### src/pkg/light_link_pkg.sv
// Shared constants for the ambient light serial readout link
package light_link_pkg;
    localparam int FRAME_BITS = 16;
    localparam int LEAD_ZEROS = 3;
    localparam int VALUE_BITS = 8;
    localparam int TRAIL_ZEROS = FRAME_BITS - LEAD_ZEROS - VALUE_BITS;
    localparam logic [4:0] FIRST_VALUE_CYCLE = 5'h03;
    localparam logic [4:0] LAST_CYCLE = 5'h0F;
    localparam logic [7:0] SAMPLE_RESET = 8'h00;
    localparam int SYS_CLOCK_MHZ = 200;
    localparam int LINK_MIN_MHZ = 1;
    localparam int LINK_MAX_MHZ = 4;
    // Half period in system cycles; rounding keeps link at or below the maximum rate
    localparam int HALF_PERIOD_CYCLES =
        (SYS_CLOCK_MHZ + 2 * LINK_MAX_MHZ - 1) / (2 * LINK_MAX_MHZ);
    localparam int HALF_PERIOD_MAX = SYS_CLOCK_MHZ / (2 * LINK_MIN_MHZ);
    localparam logic [7:0] DIVIDER_RESET = 8'h00;
endpackage

### src/pkg/light_link_if.sv
// Three-wire read-only serial link between host and light sensor
`timescale 1ns/10ps
interface light_link_if;
    logic selectN;
    logic serialClock;
    logic dataOut;
    modport host (output selectN, output serialClock, input dataOut);
    modport sensor (input selectN, input serialClock, output dataOut);
endinterface

### src/logic/light_host_end.sv
// Host end: generates select and link clock, reads one 16-cycle frame
`timescale 1ns/10ps
module light_host_end
    import light_link_pkg::*;
#(
    parameter int HALF_PERIOD = HALF_PERIOD_CYCLES
)
(
    input wire logic clock,
    input wire logic sys_rst,
    light_link_if.host link,
    input wire logic readRequest,
    output logic busy,
    output logic [7:0] lightValue,
    output logic valueValid
);
    // Operation
    // - Select low starts a conversion and report.
    // - One reading per sixteen link clock cycles.
    // - Host link clock between 1 and 4 MHz.
    // - Device shifts on falling, host samples rising.
    // - Three zeros, eight bits MSB first, zeros.
    // - Unsigned code, 0 dark, 255 bright.
    // - Read-only link, three wires only.

    // ---------------------------------------------------------------
    // Link rate limits
    // ---------------------------------------------------------------
    // An out-of-range setting is clamped, so the link never leaves 1..4 MHz
    localparam int HALF_USED = (HALF_PERIOD < HALF_PERIOD_CYCLES) ? HALF_PERIOD_CYCLES
        : (HALF_PERIOD > HALF_PERIOD_MAX) ? HALF_PERIOD_MAX : HALF_PERIOD;
    localparam logic [7:0] HALF_LAST = 8'(HALF_USED - 1);

    typedef enum logic [3:0] {
        IDLE = 4'b0001,
        SETUP = 4'b0010,
        SHIFT = 4'b0100,
        DONE = 4'b1000
    } state_type;

    state_type state, next_state;
    logic [7:0] divider, next_divider;
    logic halfTick;
    logic [4:0] cycles, next_cycles;
    logic clockLevel, next_clockLevel;
    logic selectLevel, next_selectLevel;
    logic [15:0] shiftIn, next_shiftIn;
    logic [7:0] next_lightValue;
    logic next_valueValid;
    logic dataMeta, dataSync;

    // ---------------------------------------------------------------
    // Helpers
    // ---------------------------------------------------------------
    function automatic logic lastOfHalf(input logic [7:0] count);
        return count == HALF_LAST;
    endfunction

    // Value field of a captured frame, padding dropped
    function automatic logic [7:0] valueField(input logic [15:0] bits);
        return bits[TRAIL_ZEROS+VALUE_BITS-1:TRAIL_ZEROS];
    endfunction

    // ---------------------------------------------------------------
    // Input synchroniser
    // ---------------------------------------------------------------
    always_ff @(posedge clock)
    begin
        dataMeta <= link.dataOut;
        dataSync <= dataMeta;
    end

    // ---------------------------------------------------------------
    // Half period divider
    // ---------------------------------------------------------------
    // Counts only inside a frame, so the first fall is a full half period late
    always_comb
    begin
        halfTick = 1'b0;
        next_divider = DIVIDER_RESET;
        if (state == SETUP || state == SHIFT)
        begin
            halfTick = lastOfHalf(divider);
            if (!halfTick)
            begin
                next_divider = divider + 8'h01;
            end
        end
    end

    always_ff @(posedge clock)
    begin
        if (sys_rst)
        begin
            divider <= DIVIDER_RESET;
        end
        else
        begin
            divider <= next_divider;
        end
    end

    // ---------------------------------------------------------------
    // Frame sequencer
    // ---------------------------------------------------------------
    // Sampling the synchronised line at the rising edge is safe since
    // the device changed the bit a full half period before it, well past the two-stage delay.
    always_comb
    begin
        next_state = state;
        next_cycles = cycles;
        next_clockLevel = clockLevel;
        next_selectLevel = selectLevel;
        next_shiftIn = shiftIn;
        case (state)
            IDLE:
            begin
                next_clockLevel = 1'b1;
                next_selectLevel = 1'b1;
                if (readRequest)
                begin
                    next_selectLevel = 1'b0;
                    next_state = SETUP;
                end
            end
            SETUP:
            begin
                if (halfTick)
                begin
                    next_clockLevel = 1'b0;
                    next_cycles = 5'h00;
                    next_state = SHIFT;
                end
            end
            SHIFT:
            begin
                if (halfTick)
                begin
                    next_clockLevel = ~clockLevel;
                    if (!clockLevel)
                    begin
                        next_shiftIn = {shiftIn[14:0], dataSync};
                        next_cycles = cycles + 5'h01;
                        if (cycles == LAST_CYCLE)
                        begin
                            next_state = DONE;
                        end
                    end
                end
            end
            DONE:
            begin
                // Select rises one cycle after the last rising edge, never with it
                next_clockLevel = 1'b1;
                next_selectLevel = 1'b1;
                next_state = IDLE;
            end
            default:
            begin
                next_clockLevel = 1'b1;
                next_selectLevel = 1'b1;
                next_state = IDLE;
            end
        endcase
    end

    always_ff @(posedge clock)
    begin
        if (sys_rst)
        begin
            state <= IDLE;
            cycles <= 5'h00;
            clockLevel <= 1'b1;
            selectLevel <= 1'b1;
            shiftIn <= 16'h0000;
        end
        else
        begin
            state <= next_state;
            cycles <= next_cycles;
            clockLevel <= next_clockLevel;
            selectLevel <= next_selectLevel;
            shiftIn <= next_shiftIn;
        end
    end

    // ---------------------------------------------------------------
    // Result
    // ---------------------------------------------------------------
    always_comb
    begin
        next_lightValue = lightValue;
        next_valueValid = 1'b0;
        if (state == DONE)
        begin
            next_lightValue = valueField(shiftIn);
            next_valueValid = 1'b1;
        end
    end

    always_ff @(posedge clock)
    begin
        if (sys_rst)
        begin
            lightValue <= SAMPLE_RESET;
            valueValid <= 1'b0;
        end
        else
        begin
            lightValue <= next_lightValue;
            valueValid <= next_valueValid;
        end
    end

    // Both link controls come straight from flip-flops, so the pins never glitch
    assign link.selectN = selectLevel;
    assign link.serialClock = clockLevel;
    assign busy = (state != IDLE);
endmodule

### src/flat_wrapper.sv
// flat-port wrapper written by rule: the top's interface ports become plain ports
module light_host_end_flat import light_link_pkg::*;
#(
    parameter int HALF_PERIOD = HALF_PERIOD_CYCLES
)
  (clock, sys_rst, readRequest, busy, lightValue, valueValid, link_selectN, link_serialClock, link_dataOut);
  light_link_if link_i ();
  input wire logic clock;
  input wire logic sys_rst;
  input wire logic readRequest;
  output logic busy;
  output logic [7:0] lightValue;
  output logic valueValid;
  output wire logic [$bits(link_i.selectN)-1:0] link_selectN;
  output wire logic [$bits(link_i.serialClock)-1:0] link_serialClock;
  input wire logic [$bits(link_i.dataOut)-1:0] link_dataOut;
  assign link_selectN = link_i.selectN;
  assign link_serialClock = link_i.serialClock;
  assign link_i.dataOut = link_dataOut;
  light_host_end #(.HALF_PERIOD(HALF_PERIOD)) u_core (.clock(clock), .sys_rst(sys_rst), .link(link_i), .readRequest(readRequest), .busy(busy), .lightValue(lightValue), .valueValid(valueValid));
endmodule
### config.mk
export PLATFORM = sky130hd
export DESIGN_NAME = light_host_end_flat
export DESIGN_NICKNAME = d
export VERILOG_FILES = /design/src/pkg/light_link_pkg.sv /design/src/pkg/light_link_if.sv /design/src/logic/light_host_end.sv /design/src/flat_wrapper.sv
export SDC_FILE = /design/constraint.sdc
export NUM_CORES = 1
export LEC_CHECK = 0
export ABC_AREA = 1
export BUFFER_PORTS_ARGS = -buffer_cell sky130_fd_sc_hd__buf_2
export CORE_MARGIN = 4
export CORE_UTILIZATION = 40
export DETAILED_ROUTE_END_ITERATION = 10
export HOLD_SLACK_MARGIN = 0.06
export PLACE_DENSITY_LB_ADDON = 0.25
export SYNTH_ARGS = -nofsm -noshare
export SYNTH_HDL_FRONTEND = slang
export SYNTH_SLANG_ARGS = --single-unit
### constraint.sdc
create_clock -name clock -period 1.7 [get_ports clock]
set_input_delay 0.17 -clock clock [delete_from_list [all_inputs] [get_ports clock]]
set_output_delay 0.17 -clock clock [all_outputs]
set_load 0.01 [all_outputs]
==> metrics <==
max cap viols 0; top cells by area, synth dfxtp_1 49%, nor2_1 9.7%, inv_1 5.3%; RSZ-0062 raised after global routing false; die area approximately 5600 um2; fin crit share 0.854; area grow syn2layout 13.3%; post-synth top area share 0.486; Max clock buf depth 2; Yosys warning total 0; routed wire length 2.86 mm; Ant. Diodes 0; Hold Vio Cnt, Final 0; post-layout util 0.485; Slew @ Worst Pin ~0.26 ns; Setup Fix Bufs, Post-CTS 0; share of cells above drive strength 1 0.169; Die H roughly 75 um; crit-path cells inv_1 -> ha_1 -> inv_1 -> nor2_1 -> nand3_4 -> nor2_8 -> nand2_1 -> a21oi_1; largest net degree at the start of global routing 26; Crit path buffers/inverters 2; synthesized area per cell approximately 8.0 um2; per-cell routed wire length about 9.7 um; final global-route overflow total 0; Final min period roughly 1.5 ns; Mapped Nets 230; num ports 16; CP Max Fanout 18; Setup Skew around 0.012 ns; most used cell, CP inv_1; Starting DRT DRC Count 66; ys async rst share 0; router iterations before antenna repair 4; EDFF count, synth 0; I/O Buffers 15; Worst setup SP type register; core area just over 4000 um2; Num Clock Sinks 43; GPL Wtd Cong 0.759; Lkg Pwr between 0.8 and 0.9 nW; Max stage delay on crit path around 0.34 ns; Setup TNS 0 ns; worst skew pair latency between 0.2 and 0.3 ns; CP required 1.93 ns; max_slew headroom 0.827; first-pass GRT wire length roughly 5 mm; critical path type reg -> reg; Hold Worst Slack 0.138 ns; library cells used by synthesis 27; GRT Total Usage 0.117; Vias 1362; row cnt 23; Setup WS pre-CTS roughly 0.24 ns; Die X approximately 75 um; cell area power density between 900 and 1000 nW/um2; CTS Root Cell clkbuf_8; initial cell density of the core 0.428; hpwl dp roughly 2.0 mm; flip-flop and latch count after synthesis 43; HP Class in -> reg; max-slew violation count 0; synthesized cell area 1770 um2; fin worst setup slack approximately 0.25 ns; Clk pin slew, worst setup/hold paths around 0.080 ns; Final Instance Count excl. Fillers 293; max frequency slightly below 700 MHz; ys flop type dfxtp_1; sequential area share after synthesis 0.486; final antenna-violating net count 0; worst path arrival time 1.68 ns; H-Tree Depth 2; maximum VDD drop ~0.00056 V; nets 250; crit path capture type register; leading area contributor after synthesis dfxtp_1; # setup viols final 0; initial antenna violation count 0; vias in the first global route between 1000 and 1500; TritonCTS clock tree yes; DRC viols 0; outcome complete, no violations; cells after synthesis approximately 220; placed insts about 280; Largest delay share family, worst path simple AND/OR/NAND/NOR gates; Vias/cell between 4 and 5; CTS Buf Count 5; Slowest cell on crit path dfxtp_1
## worst reg2reg max path, cell delays in order, from the launching register on
cell and delay, ns:
dfxtp_1 0.34, inv_1 0.06, ha_1 0.15, inv_1 0.04, nor2_1 0.16, nand3_4 0.16, nor2_8 0.25, nand2_1 0.09
a21oi_1 0.14
## final cells by class
| class | count | area [um2] |
|---|---|---|
| inverters | 27 | 101 |
| repair buffers | 18 | 100 |
| flip-flops and latches | 43 | 861 |
| multi-input cells | 147 | 772 |
| well taps | 50 | 62.6 |
| clock buffers | 5 | 68.8 |
| fillers | 428 | 2130 |
| clock inverters | 3 | 43.8 |
## worst paths after layout
| path | startpoint | to | slack [ns] | cells past startpoint |
|---|---|---|---|---|
| setup / recovery | u_core.divider[0]$_SDFF_PP0_ | u_core.cycles[1]$_SDFFE_PP0P_ | 0.25 | 8 |
| hold / removal | sys_rst | u_core.cycles[1]$_SDFFE_PP0P_ | 0.14 | 2 |
| setup reg to reg | u_core.divider[0]$_SDFF_PP0_ | u_core.cycles[1]$_SDFFE_PP0P_ | 0.25 | 8 |
| hold reg to reg | u_core.dataMeta$_DFF_P_ | u_core.dataSync$_DFF_P_ | 0.33 | 0 |
## cell usage in the layout, fill, tap and decap left out, drive strengths merged, types with 3 or more instances in the layout
master / netlist / final
dfxtp: 43 / 43
nand2: 28 / 28
o21ai: 24 / 24
nand3: 14 / 14
xor2: 3 / 3
ha: 4 / 4
nor2: 52 / 52
clkbuf: 2 / 5
inv: 27 / 27
a21oi: 14 / 14
buf: 3 / 17
## stage by stage
stage                     power [mW]  instance area [um2]
after floorplan                 1.15                 1770
after global placement          1.19                 1890
after detailed placement        1.19                 1890
after CTS                       1.98                 2010
after global routing            2.03                 2010
final                           1.95                 2010
## registers in the layout, summed over array words and instances (netlist names)
register	flops
u_core.shiftIn	13
u_core.divider	8
u_core.state	4
u_core.link.selectN	1
u_core.link.serialClock	1
u_core.cycles	5
u_core.lightValue	8
u_core.valueValid	1
u_core.dataSync	1
u_core.dataMeta	1
## per-layer routing
metal,vias up,global-route usage,share of wire
li1,745,-,-
met1,593,0.141,0.51
met2,18,0.193,0.43
met3,6,0.0324,0.042
met4,0,0.0534,0.017
met5,-,0,0
## synthesized netlist by cell type (3+ instances only)
cell type / count
nor2_1: 46
dfxtp_1: 43
inv_1: 25
nand2_1: 24
a21oi_1: 14
o21ai_0: 13
nand3_1: 11
o21ai_1: 11
ha_1: 4
nand2_2: 4
nor2_4: 3
xor2_1: 3
## timing repair
action,in CTS,in global routing
hold endpoints to repair,1,0
gates resized for setup,0,0
hold buffers,1,0
## power by group
| group | internal (mW) | leakage (nW) | switching [mW] | total [mW] |
|---|---|---|---|---|
| Sequential | 1.02 | 0.348 | 0.0139 | 1.04 |
| Combinational | 0.0475 | 0.453 | 0.0806 | 0.128 |
| Clock | 0.437 | 0.0581 | 0.344 | 0.782 |
## logic make-up after synthesis
kind of cell,Yosys count,synth area share
AO/OA/AOI/OAI,40,0.115
XOR/XNOR,4,0.0198
adder cells (fa/ha/maj),4,0.0282
buffers and inverters,32,0.0790
flip-flops,43,0.486
AND/OR/NAND/NOR,99,0.272
Power figures use the tool's default switching activity.
